==> config.mk <==
export PLATFORM = sky130hd
export DESIGN_NAME = ccp_sync_shutdown_gating_ctrl
export DESIGN_NICKNAME = d
export VERILOG_FILES = /design/src/sdg_pkg.sv /design/src/ccp_sync_shutdown_gating_ctrl.sv
export SDC_FILE = /design/constraint.sdc
export NUM_CORES = 1
export LEC_CHECK = 0
export BUFFER_PORTS_ARGS = -buffer_cell sky130_fd_sc_hd__buf_2
export CAP_MARGIN = 20
export CORE_UTILIZATION = 60
export DETAILED_ROUTE_END_ITERATION = 8
export MAX_ROUTING_LAYER = met4
export PLACE_DENSITY = 0.87
export SYNTH_ARGS = -nofsm -noshare
export SYNTH_HDL_FRONTEND = slang
export SYNTH_SLANG_ARGS = --single-unit
export TNS_END_PERCENT = 1
==> constraint.sdc <==
create_clock -name aclk -period 9 [get_ports aclk]
set_input_delay 0.9 -clock aclk [delete_from_list [all_inputs] [get_ports aclk]]
set_output_delay 0.9 -clock aclk [all_outputs]
set_load 0.01 [all_outputs]
==> src/sdg_pkg.sv <==
// Constants for the shutdown, gating and steering control block
package sdg_pkg;
   localparam logic [9:0] IDX_CTL_LO = 10'h304;
   localparam logic [9:0] IDX_CTL_HI = 10'h306;
   localparam logic [9:0] IDX_PERIOD = 10'h310;
   localparam logic [9:0] IDX_SYNC = 10'h312;
   localparam logic [9:0] IDX_STAT = 10'h314;
   localparam logic [9:0] IDX_IRQ_ST = 10'h316;
   localparam logic [9:0] IDX_IRQ_MSK = 10'h318;
   localparam logic [15:0] CTL_LO_RST = 16'h0000;
   localparam logic [15:0] CTL_HI_RST = 16'h0000;
   localparam logic [15:0] PERIOD_RST = 16'hFFFF;
   localparam logic [15:0] SYNC_RST = 16'h0000;
   localparam logic [3:0] IRQ_RST = 4'h0;
   localparam logic [15:0] CTL_LO_MASK = 16'hD0FF;
   localparam logic [15:0] CTL_HI_MASK = 16'hBFDF;
   localparam logic [15:0] SYNC_MASK = 16'h0F1F;
   localparam int CL_RESTART = 15;
   localparam int CL_GMODE = 14;
   localparam int CL_SOFT = 12;
   localparam int CH_OESYNC = 15;
   localparam int CH_OE_LSB = 8;
   localparam int CH_GATE_LSB = 6;
   localparam int CH_AUX_LSB = 3;
   localparam int SY_GRPA_LSB = 8;
   localparam int SY_GRPB_LSB = 10;
   localparam int ST_ACTIVE = 0;
   localparam int ST_CAPDIS = 1;
   localparam int ST_ARM = 2;
   localparam logic [4:0] SYNC_NONE = 5'h1F;
   localparam logic [4:0] SYNC_AD = 5'h1B;
   localparam logic [4:0] SYNC_CMP_LO = 5'h18;
   localparam logic [4:0] SYNC_CMP_HI = 5'h1A;
   localparam logic [4:0] SYNC_CMP_OFS = 5'h17;
   localparam logic [4:0] SYNC_CLC_LO = 5'h10;
   localparam logic [4:0] SYNC_CLC_HI = 5'h13;
   localparam logic [4:0] SYNC_CLC_OFS = 5'h0C;
   localparam logic [4:0] SYNC_INT_LO = 5'h09;
   localparam logic [4:0] SYNC_INT_HI = 5'h0D;
   localparam logic [4:0] SYNC_INT_OFS = 5'h01;
   localparam logic [4:0] SYNC_UNIT_HI = 5'h06;
   localparam logic [4:0] SYNC_UNIT_OFS = 5'h0D;
   localparam logic [1:0] GATE_LEVEL = 2'h0;
   localparam logic [1:0] GATE_RISE = 2'h1;
   localparam logic [1:0] GATE_FALL = 2'h2;
   localparam logic [1:0] AUX_OFF = 2'h0;
   localparam logic [1:0] AUX_ROLL = 2'h1;
   localparam logic [1:0] AUX_MODE = 2'h2;
   localparam logic [1:0] AUX_EVT = 2'h3;
   localparam logic [1:0] SD_ACTIVE = 2'h3;
   localparam logic [15:0] TB_MAX = 16'hFFFF;
   localparam logic [1:0] RESP_OKAY = 2'h0;
   localparam logic [1:0] RESP_SLVERR = 2'h2;
endpackage : sdg_pkg

==> src/ccp_sync_shutdown_gating_ctrl.sv <==
// Shutdown, gating, steering and sync control of one capture/compare unit
// Summary of operation
// RULE1 - Sync code all ones: time base free runs, rolls at period or FFFFh.
// RULE2 - Five-bit code picks the time base sync source; reserved codes idle.
// RULE3 - Auto restart clears shutdown flag at next period once source gone.
// RULE4 - Without auto restart, shutdown holds until software clears flag.
// RULE5 - Gate mode set defers shutdown to next reset or rollover.
// RULE6 - Software force acts like an asserted source, honoring gate mode.
// RULE7 - Eight-bit mask picks which sources cause shutdown or gating.
// RULE8 - Enable sync set: pin enables update only at reset or rollover.
// RULE9 - Pin enable set gives the pin to the unit, clear releases it.
// RULE10 - Gate mode 10: falling gate edge disables further captures.
// RULE11 - Gate mode 01: rising gate edge enables further captures.
// RULE12 - Gate mode 00: capture follows gate level; mode 11 reserved.
// RULE13 - Aux select: 11 events, 10 mode signal, 01 rollover, 00 off.
// RULE14 - Capture source: 000 pin, 001-011 comparators, 100-111 logic cells.
// RULE15 - While shutdown flag set, outputs hold their shutdown state.
// RULE16 - Shutdown state per group: 11 active, 10 inactive, 0x released.
// RULE17 - Arm bit write one arms one-shot gating; arm bit reads zero.
// RULE18 - Reserved sync or gate codes behave as no source selected.
`timescale 1ns/100ps
module ccp_sync_shutdown_gating_ctrl (
   input wire logic aclk,
   input wire logic aresetn,
   input wire logic ce,
   input wire logic [11:0] awaddr,
   input wire logic awvalid,
   output logic awready,
   input wire logic [31:0] wdata,
   input wire logic [3:0] wstrb,
   input wire logic wvalid,
   output logic wready,
   output logic [1:0] bresp,
   output logic bvalid,
   input wire logic bready,
   input wire logic [11:0] araddr,
   input wire logic arvalid,
   output logic arready,
   output logic [31:0] rdata,
   output logic [1:0] rresp,
   output logic rvalid,
   input wire logic rready,
   input wire logic ad_start,
   input wire logic [2:0] cmp_trig,
   input wire logic [3:0] clc_out,
   input wire logic [4:0] ext_int,
   input wire logic [6:0] unit_sync,
   input wire logic [2:0] cmp_out,
   input wire logic fault_input_a,
   input wire logic fault_input_b,
   input wire logic capture_input_pin,
   input wire logic [5:0] pwm_in,
   input wire logic compare_event,
   input wire logic timer_mode,
   input wire logic aux_mode_sig,
   output logic [5:0] pin_out,
   output logic [5:0] pin_oe,
   output logic capture_event,
   output logic aux_out,
   output logic tb_event,
   output logic irq
);
   function automatic logic [1:0] sync_sel(input logic [4:0] c, input logic [25:0] v);
      logic [1:0] r;
      r = 2'b00;
      if (c == sdg_pkg::SYNC_AD) begin
         r = {1'b1, v[0]};
      end else if (c >= sdg_pkg::SYNC_CMP_LO && c <= sdg_pkg::SYNC_CMP_HI) begin
         r = {1'b1, v[c - sdg_pkg::SYNC_CMP_OFS]};
      end else if (c >= sdg_pkg::SYNC_CLC_LO && c <= sdg_pkg::SYNC_CLC_HI) begin
         r = {1'b1, v[c - sdg_pkg::SYNC_CLC_OFS]};
      end else if (c >= sdg_pkg::SYNC_INT_LO && c <= sdg_pkg::SYNC_INT_HI) begin
         r = {1'b1, v[c - sdg_pkg::SYNC_INT_OFS]};
      end else if (c <= sdg_pkg::SYNC_UNIT_HI) begin
         r = {1'b1, v[c + sdg_pkg::SYNC_UNIT_OFS]};
      end
      return r;
   endfunction : sync_sel

   function automatic logic addr_hit(input logic [11:0] a, input logic [9:0] idx);
      return (a[11:2] == idx) && (a[1:0] == 2'h0);
   endfunction : addr_hit

   function automatic logic [15:0] merge(input logic [15:0] old, input logic [31:0] d,
                                         input logic [3:0] s, input logic [15:0] m);
      logic [15:0] r;
      r = old;
      if (s[0]) begin
         r[7:0] = d[7:0];
      end
      if (s[1]) begin
         r[15:8] = d[15:8];
      end
      return r & m;
   endfunction : merge

   logic [25:0] meta_reg, pin_s_reg, pin_p_reg;
   logic [15:0] ctl_lo_reg, ctl_lo_next, ctl_hi_reg, ctl_hi_next;
   logic [15:0] period_reg, period_next, sync_cfg_reg, sync_cfg_next;
   logic [15:0] count_reg, count_next;
   logic [3:0] irq_st_reg, irq_st_next, irq_msk_reg, irq_msk_next;
   logic active_reg, active_next, capdis_reg, capdis_next, armed_reg, armed_next;
   logic gate_prev_reg, cap_prev_reg;
   logic [5:0] oe_live_reg, oe_live_next;
   logic aw_full_reg, w_full_reg;
   logic [11:0] awaddr_q_reg;
   logic [31:0] wdata_q_reg;
   logic [3:0] wstrb_q_reg;

   // Pin synchronisers
   wire [25:0] pins_raw = {capture_input_pin, fault_input_b, fault_input_a, cmp_out,
                           unit_sync, ext_int, clc_out, cmp_trig, ad_start};
   wire [3:0] clc_s = pin_s_reg[7:4];
   wire [6:0] unit_s = pin_s_reg[19:13];
   wire [2:0] cmpo_s = pin_s_reg[22:20];

   // Bus handshakes and decode
   wire aw_hs = awvalid && awready;
   wire w_hs = wvalid && wready;
   wire ar_hs = arvalid && arready;
   wire do_write = aw_full_reg && w_full_reg && !bvalid;
   wire hw_lo = do_write && addr_hit(awaddr_q_reg, sdg_pkg::IDX_CTL_LO);
   wire hw_hi = do_write && addr_hit(awaddr_q_reg, sdg_pkg::IDX_CTL_HI);
   wire hw_per = do_write && addr_hit(awaddr_q_reg, sdg_pkg::IDX_PERIOD);
   wire hw_syn = do_write && addr_hit(awaddr_q_reg, sdg_pkg::IDX_SYNC);
   wire hw_st = do_write && addr_hit(awaddr_q_reg, sdg_pkg::IDX_STAT);
   wire hw_ist = do_write && addr_hit(awaddr_q_reg, sdg_pkg::IDX_IRQ_ST);
   wire hw_msk = do_write && addr_hit(awaddr_q_reg, sdg_pkg::IDX_IRQ_MSK);
   wire w_mapped = hw_lo | hw_hi | hw_per | hw_syn | hw_st | hw_ist | hw_msk;
   wire st_lane = hw_st && wstrb_q_reg[0];
   wire sw_clr_active = st_lane && wdata_q_reg[sdg_pkg::ST_ACTIVE];
   wire sw_clr_capdis = st_lane && wdata_q_reg[sdg_pkg::ST_CAPDIS];
   wire arm_set = st_lane && wdata_q_reg[sdg_pkg::ST_ARM]; // RULE17

   // Control fields
   wire auto_restart_en = ctl_lo_reg[sdg_pkg::CL_RESTART];
   wire shutdown_gate_mode = ctl_lo_reg[sdg_pkg::CL_GMODE];
   wire soft_shutdown_force = ctl_lo_reg[sdg_pkg::CL_SOFT];
   wire [7:0] shutdown_source_mask = ctl_lo_reg[7:0];
   wire out_enable_sync = ctl_hi_reg[sdg_pkg::CH_OESYNC];
   wire [5:0] out_pin_enables = ctl_hi_reg[sdg_pkg::CH_OE_LSB +: 6];
   wire [1:0] capture_gate_mode = ctl_hi_reg[sdg_pkg::CH_GATE_LSB +: 2];
   wire [1:0] aux_out_select = ctl_hi_reg[sdg_pkg::CH_AUX_LSB +: 2];
   wire [2:0] capture_source_select = ctl_hi_reg[2:0];
   wire [4:0] sync_code = sync_cfg_reg[4:0];
   wire [1:0] shutdown_state_group_a = sync_cfg_reg[sdg_pkg::SY_GRPA_LSB +: 2];
   wire [1:0] shutdown_state_group_b = sync_cfg_reg[sdg_pkg::SY_GRPB_LSB +: 2];

   // Time base sync and rollover
   wire [1:0] sync_now = sync_sel(sync_code, pin_s_reg); // RULE2 RULE18
   wire [1:0] sync_old = sync_sel(sync_code, pin_p_reg);
   wire sync_hit = sync_now[1] && sync_now[0] && !sync_old[0]; // RULE2
   wire rollover = (count_reg == period_reg) || (count_reg == sdg_pkg::TB_MAX); // RULE1
   wire tb_evt = rollover || sync_hit;
   assign count_next = tb_evt ? 16'h0000 : count_reg + 16'h0001;

   // Shutdown sources and flag
   wire [7:0] sd_src = {pin_s_reg[24], pin_s_reg[23], clc_s[3], unit_s[2],
                        unit_s[6], cmpo_s};
   wire src_hit = |(sd_src & shutdown_source_mask); // RULE7
   wire sd_req = src_hit || soft_shutdown_force; // RULE6
   wire sd_enter = sd_req && (!shutdown_gate_mode || tb_evt); // RULE5
   wire sd_pend = sd_req && shutdown_gate_mode && !active_reg;
   wire auto_clr = auto_restart_en && tb_evt && !sd_req; // RULE3
   wire sd_clr = sw_clr_active || auto_clr; // RULE4
   assign active_next = sd_enter || (active_reg && !sd_clr);

   // Capture gating
   wire gate_rise = sd_req && !gate_prev_reg;
   wire gate_fall = !sd_req && gate_prev_reg;
   wire fire_rise = armed_reg && capture_gate_mode == sdg_pkg::GATE_RISE && gate_rise;
   wire fire_fall = armed_reg && capture_gate_mode == sdg_pkg::GATE_FALL && gate_fall;
   wire fire = fire_rise || fire_fall;
   assign armed_next = arm_set || (armed_reg && !fire); // RULE17
   wire capdis_hold = capdis_reg && !sw_clr_capdis;
   always_comb begin
      unique case (capture_gate_mode)
         sdg_pkg::GATE_LEVEL: capdis_next = !sd_req; // RULE12
         sdg_pkg::GATE_RISE: capdis_next = fire_rise ? 1'b0 : capdis_hold; // RULE11
         sdg_pkg::GATE_FALL: capdis_next = fire_fall ? 1'b1 : capdis_hold; // RULE10
         default: capdis_next = 1'b0; // RULE18
      endcase
   end

   // Capture source and event
   wire [7:0] cap_vec = {clc_s, cmpo_s, pin_s_reg[25]};
   wire cap_lvl = cap_vec[capture_source_select]; // RULE14
   wire cap_next = cap_lvl && !cap_prev_reg && !capdis_reg;

   // Output steering and shutdown states
   assign oe_live_next = (!out_enable_sync || tb_evt) ? out_pin_enables : oe_live_reg; // RULE8
   wire [5:0] pin_out_next, pin_oe_next;
   genvar gi;
   generate
      for (gi = 0; gi < 6; gi++) begin : g_pin
         wire [1:0] st = (gi % 2 == 0) ? shutdown_state_group_a : shutdown_state_group_b;
         assign pin_out_next[gi] = active_reg ? (st == sdg_pkg::SD_ACTIVE) : pwm_in[gi]; // RULE15 RULE16
         assign pin_oe_next[gi] = oe_live_reg[gi] && (!active_reg || st[1]); // RULE9 RULE16
      end
   endgenerate

   // Auxiliary output
   logic aux_next;
   always_comb begin
      unique case (aux_out_select)
         sdg_pkg::AUX_EVT: aux_next = (cap_next || compare_event) && !timer_mode; // RULE13
         sdg_pkg::AUX_MODE: aux_next = aux_mode_sig; // RULE13
         sdg_pkg::AUX_ROLL: aux_next = rollover; // RULE13
         sdg_pkg::AUX_OFF: aux_next = 1'b0; // RULE13
      endcase
   end

   // Register writes
   assign ctl_lo_next = hw_lo ? merge(ctl_lo_reg, wdata_q_reg, wstrb_q_reg,
                                      sdg_pkg::CTL_LO_MASK) : ctl_lo_reg;
   assign ctl_hi_next = hw_hi ? merge(ctl_hi_reg, wdata_q_reg, wstrb_q_reg,
                                      sdg_pkg::CTL_HI_MASK) : ctl_hi_reg;
   assign period_next = hw_per ? merge(period_reg, wdata_q_reg, wstrb_q_reg,
                                       16'hFFFF) : period_reg;
   assign sync_cfg_next = hw_syn ? merge(sync_cfg_reg, wdata_q_reg, wstrb_q_reg,
                                         sdg_pkg::SYNC_MASK) : sync_cfg_reg;
   assign irq_msk_next = (hw_msk && wstrb_q_reg[0]) ? wdata_q_reg[3:0] : irq_msk_reg;

   // Interrupt status, cleared by read, set wins
   wire rd_ist = ar_hs && addr_hit(araddr, sdg_pkg::IDX_IRQ_ST);
   wire [3:0] irq_evt = {rollover, capdis_next && !capdis_reg,
                         active_reg && !active_next, active_next && !active_reg};
   assign irq_st_next = (irq_st_reg & ~{4{rd_ist}}) | irq_evt;

   // Read mux
   wire [15:0] stat_word = {12'h000, sd_pend, 1'b0, capdis_reg, active_reg}; // RULE17
   logic [15:0] rd_word;
   logic rd_ok;
   always_comb begin
      rd_ok = 1'b1;
      rd_word = 16'h0000;
      if (addr_hit(araddr, sdg_pkg::IDX_CTL_LO)) begin
         rd_word = ctl_lo_reg;
      end else if (addr_hit(araddr, sdg_pkg::IDX_CTL_HI)) begin
         rd_word = ctl_hi_reg;
      end else if (addr_hit(araddr, sdg_pkg::IDX_PERIOD)) begin
         rd_word = period_reg;
      end else if (addr_hit(araddr, sdg_pkg::IDX_SYNC)) begin
         rd_word = sync_cfg_reg;
      end else if (addr_hit(araddr, sdg_pkg::IDX_STAT)) begin
         rd_word = stat_word;
      end else if (addr_hit(araddr, sdg_pkg::IDX_IRQ_ST)) begin
         rd_word = {12'h000, irq_st_reg};
      end else if (addr_hit(araddr, sdg_pkg::IDX_IRQ_MSK)) begin
         rd_word = {12'h000, irq_msk_reg};
      end else begin
         rd_ok = 1'b0;
      end
   end

   wire aw_full_next = aw_hs || (aw_full_reg && !do_write);
   wire w_full_next = w_hs || (w_full_reg && !do_write);
   wire rvalid_next = ar_hs || (rvalid && !rready);

   // Bus slave state
   always_ff @(posedge aclk) begin
      if (!aresetn) begin
         {aw_full_reg, w_full_reg, awready, wready, bvalid, arready, rvalid} <= 7'h00;
         bresp <= sdg_pkg::RESP_OKAY;
         rresp <= sdg_pkg::RESP_OKAY;
         rdata <= 32'h00000000;
         awaddr_q_reg <= 12'h000;
         wdata_q_reg <= 32'h00000000;
         wstrb_q_reg <= 4'h0;
      end else if (ce) begin
         aw_full_reg <= aw_full_next;
         w_full_reg <= w_full_next;
         awready <= !aw_full_next;
         wready <= !w_full_next;
         arready <= !rvalid_next;
         rvalid <= rvalid_next;
         if (aw_hs) begin
            awaddr_q_reg <= awaddr;
         end
         if (w_hs) begin
            wdata_q_reg <= wdata;
            wstrb_q_reg <= wstrb;
         end
         if (do_write) begin
            bvalid <= 1'b1;
            bresp <= w_mapped ? sdg_pkg::RESP_OKAY : sdg_pkg::RESP_SLVERR;
         end else if (bready) begin
            bvalid <= 1'b0;
         end
         if (ar_hs) begin
            rdata <= {16'h0000, rd_word};
            rresp <= rd_ok ? sdg_pkg::RESP_OKAY : sdg_pkg::RESP_SLVERR;
         end
      end
   end

   // Configuration registers
   always_ff @(posedge aclk) begin
      if (!aresetn) begin
         ctl_lo_reg <= sdg_pkg::CTL_LO_RST;
         ctl_hi_reg <= sdg_pkg::CTL_HI_RST;
         period_reg <= sdg_pkg::PERIOD_RST;
         sync_cfg_reg <= sdg_pkg::SYNC_RST;
         irq_msk_reg <= sdg_pkg::IRQ_RST;
      end else if (ce) begin
         ctl_lo_reg <= ctl_lo_next;
         ctl_hi_reg <= ctl_hi_next;
         period_reg <= period_next;
         sync_cfg_reg <= sync_cfg_next;
         irq_msk_reg <= irq_msk_next;
      end
   end

   // Block state and outputs
   always_ff @(posedge aclk) begin
      if (!aresetn) begin
         {meta_reg, pin_s_reg, pin_p_reg} <= 78'h0;
         count_reg <= 16'h0000;
         {active_reg, capdis_reg, armed_reg, gate_prev_reg, cap_prev_reg} <= 5'h00;
         oe_live_reg <= 6'h00;
         irq_st_reg <= sdg_pkg::IRQ_RST;
         {pin_out, pin_oe} <= 12'h000;
         {capture_event, aux_out, tb_event, irq} <= 4'h0;
      end else if (ce) begin
         meta_reg <= pins_raw;
         pin_s_reg <= meta_reg;
         pin_p_reg <= pin_s_reg;
         count_reg <= count_next; // RULE1
         active_reg <= active_next; // RULE3 RULE4 RULE5
         capdis_reg <= capdis_next;
         armed_reg <= armed_next;
         gate_prev_reg <= sd_req;
         cap_prev_reg <= cap_lvl;
         oe_live_reg <= oe_live_next;
         irq_st_reg <= irq_st_next;
         pin_out <= pin_out_next;
         pin_oe <= pin_oe_next;
         capture_event <= cap_next;
         aux_out <= aux_next;
         tb_event <= tb_evt;
         irq <= |(irq_st_next & irq_msk_next);
      end
   end
endmodule : ccp_sync_shutdown_gating_ctrl

==> results.txt <==
Worst hold endpoint - awaddr_q_reg[10]
Fin Hold WS - 0.456 ns
Total grt overflow - 0
VDD IR max - 133 µV
Area contributors post-synth - dfxtp_1 41%, mux2i_1 13%, nor2b_1 8.0%
Post-synth top area cell - dfxtp_1
Final Cycle Share - 0.450
DIE HEIGHT - 141 µm
Crit path largest cell delay - 0.73 ns
Flops & latches, synth - 234
Post-CTS Hold Buffers - 0
CP Max Fanout - 16
Status - completed
Unique masters post-synth - 78
Clock Root Buffer - clkbuf_16
Max cap viols - 0
Worst hold start - awaddr_q_reg[10]
Critical Path AT - 4.48 ns
Die width - 141 µm
Pint - 0.00176 W
Setup ws final - 4.95 ns
Crit start category - flip-flop
Asr flop ratio synth - 0
Largest net degree at the start of global routing - 96
Min-Delay Path Class - reg -> reg
Post-CTS Setup Inserts - 0
Htree depth - 1
Most common cell in the synthesized netlist - dfxtp_1
Final hold vios - 0
Worst r2r src - sync_cfg_reg[1]
Vias in the first global route - 8285
Gr usage total - 0.280
Pwr/cell area - 175 nW/µm²
TritonCTS clock tree - built
Reg2reg end - count_reg[3]
Comb power frac - 0.064
Clock sink count - 234
Gpl congestion - 0.953
R2r worst-path depth - 9
Routed via count - 9110
Synth top area share - 0.405
Worst clock skew - 0.0150 ns
Drt drc - 0
Synthesized cell area - 11600 µm²
Max Buffers Root-to-Sink - 3
Highest clock rate - 247 MHz
Routed WL - 27.2 mm
Vias per std cell - 5.93
Pre-CTS setup slack - 4.98 ns
RSZ-0062 raised after global routing - false
WL/cell - 17.7 µm
Switching part of the total - 0.227
Synth warn - 0
Delay-heaviest family, CP - compound AO/OA/AOI/OAI gates
Sequential share of power - 0.475
Layout area overhead - 12.3%
Final setup fails - 0
Clk pwr share - 0.460
Critical-path cell list - inv_1, ha_1, mux4_2, mux2_2, a211oi_2, a22oi_2, o31ai_4, a21oi_4, nor3b_1
Cell Rows - 50
Total CTS buffers - 25
Avg Cell Area, Syn - 9.60 µm²
Dpl hpwl - 18.5 mm
Fin nets - 1396
First-pass GRT wire length - 43.5 mm
Layout cells sized above 1 - 0.173
Final min period - 4.05 ns
CTS clock-pin slew for the worst setup and hold paths - 0.06 ns
Synth cell count leaders - 234 x dfxtp_1, 149 x mux2i_1, 148 x nor2b_1
ANT cells - 0
Synth Instances - 1205
Clock latency on the worst-skew pair - 0.53 ns
Slowest CP cell - ha_1
Post-synthesis sequential area ratio - 0.405
Remaining antenna violation count - 0
Resized Gates After CTS - 0
Crit path kind - reg -> reg
Top FF cell, synth - dfxtp_1
Max_slew headroom - 0.327
Sw power - 0.000516 W
R2R Setup Slk - 4.95 ns
Total Neg Setup Slack - 0 ns
Hold depth - 2
CP Buf/Inv Count - 1
Die area - 19800 µm²
I/O pins - 160
Slew Viols, Final - 0
Critical Path RT - 9.43 ns
PortBufs - 123
Leakage - 5.04 nW
Worst Tran Pin Value - 1.00 ns
Initial antenna violation count - 0
Starting Density - 0.616
Drt pass-1 iters - 5
Area of the core - 18800 µm²
Iter 0 DRT Violations - 767
CP endpoint kind - flip-flop
Post-synth EDFFs - 0
Final Total Pwr - 0.00228 W
-- power groups by stage --
stage          sequential, W  clock (W)  combinational [W]
2_1_floorplan        0.00110          0           0.000105
3_3_place_gp         0.00110          0           0.000142
3_5_place_dp         0.00110          0           0.000145
4_1_cts              0.00108    0.00106           0.000146
5_1_grt              0.00108    0.00111           0.000160
6_report             0.00108    0.00105           0.000146
-- cells in the final DEF, fill, tap and decap left out, types with 6 or more instances in the layout --
cell / n
xor2_1: 24
dfxtp_1: 234
and3_1: 8
nor4_1: 9
nand2b_1: 14
conb_1: 18
nand3_1: 27
buf_4: 8
a21oi_1: 28
nor3b_2: 10
nor2b_1: 148
nand4_1: 15
o21ai_0: 25
nor2_1: 38
mux2_2: 6
a221oi_1: 6
xnor2_1: 12
a22oi_1: 16
nand2_1: 128
clkbuf_16: 25
nor3b_1: 12
mux2i_1: 149
ha_1: 8
inv_1: 13
o211ai_1: 7
nor3_1: 12
buf_2: 121
o211a_1: 9
mux4_2: 14
a21boi_0: 42
-- how the worst max path moves through the flow --
stage	start	to	slack (ns)	cells after the start
floorplan	sync_cfg_reg[0]	irq	5.82	11
global route	sync_cfg_reg[1]	count_reg[3]	4.72	9
CTS	sync_cfg_reg[1]	count_reg[3]	4.96	9
finish	sync_cfg_reg[1]	count_reg[3]	4.95	9
detailed placement	sync_cfg_reg[1]	count_reg[3]	4.98	9
global placement	sync_cfg_reg[1]	tb_event	5.05	9
-- through the flow --
step | cell area (µm²) | cells | utilization
after floorplan | 11600 | 1222 | -
after global placement | 12100 | 1492 | 0.647
after detailed placement | 12100 | 1492 | 0.647
after CTS | 13000 | 1537 | 0.692
after global routing | 13000 | 1537 | 0.692
final | 13000 | 1537 | 0.692
-- worst reg2reg max path, cell delays in order, from the launching register on --
cell and delay (ns):
dfxtp_1 0.63, inv_1 0.26, ha_1 0.73, mux4_2 0.59, mux2_2 0.30, a211oi_2 0.26, a22oi_2 0.13, o31ai_4 0.52
a21oi_4 0.26, nor3b_1 0.28
-- kinds of logic after synthesis --
| family | share of synthesized area |
|---|---|
| simple gates | 0.217 |
| flops | 0.405 |
| compound gates | 0.120 |
| mux | 0.173 |
| buf+inv | 0.0446 |
| xor+xnor | 0.0311 |
| fa+ha+maj | 0.00866 |
| other cells | 0.000324 |
-- layer usage --
layer	global-route usage	part of all wire	up-vias
met5	-	0	-
met4	0.0715	0.018	0
met3	0.0425	0.082	37
met2	0.420	0.44	423
met1	0.396	0.46	4272
li1	-	-	4378
-- cell type report --
type | count | area (µm²)
clock inverters | 11 | 141
repair buffers | 130 | 677
flip-flops and latches | 234 | 4680
inverters | 17 | 63.8
multi-input cells | 877 | 6430
clock buffers | 34 | 699
well taps | 234 | 293
fillers | 1436 | 5780
(Power assumes the default switching activity.)
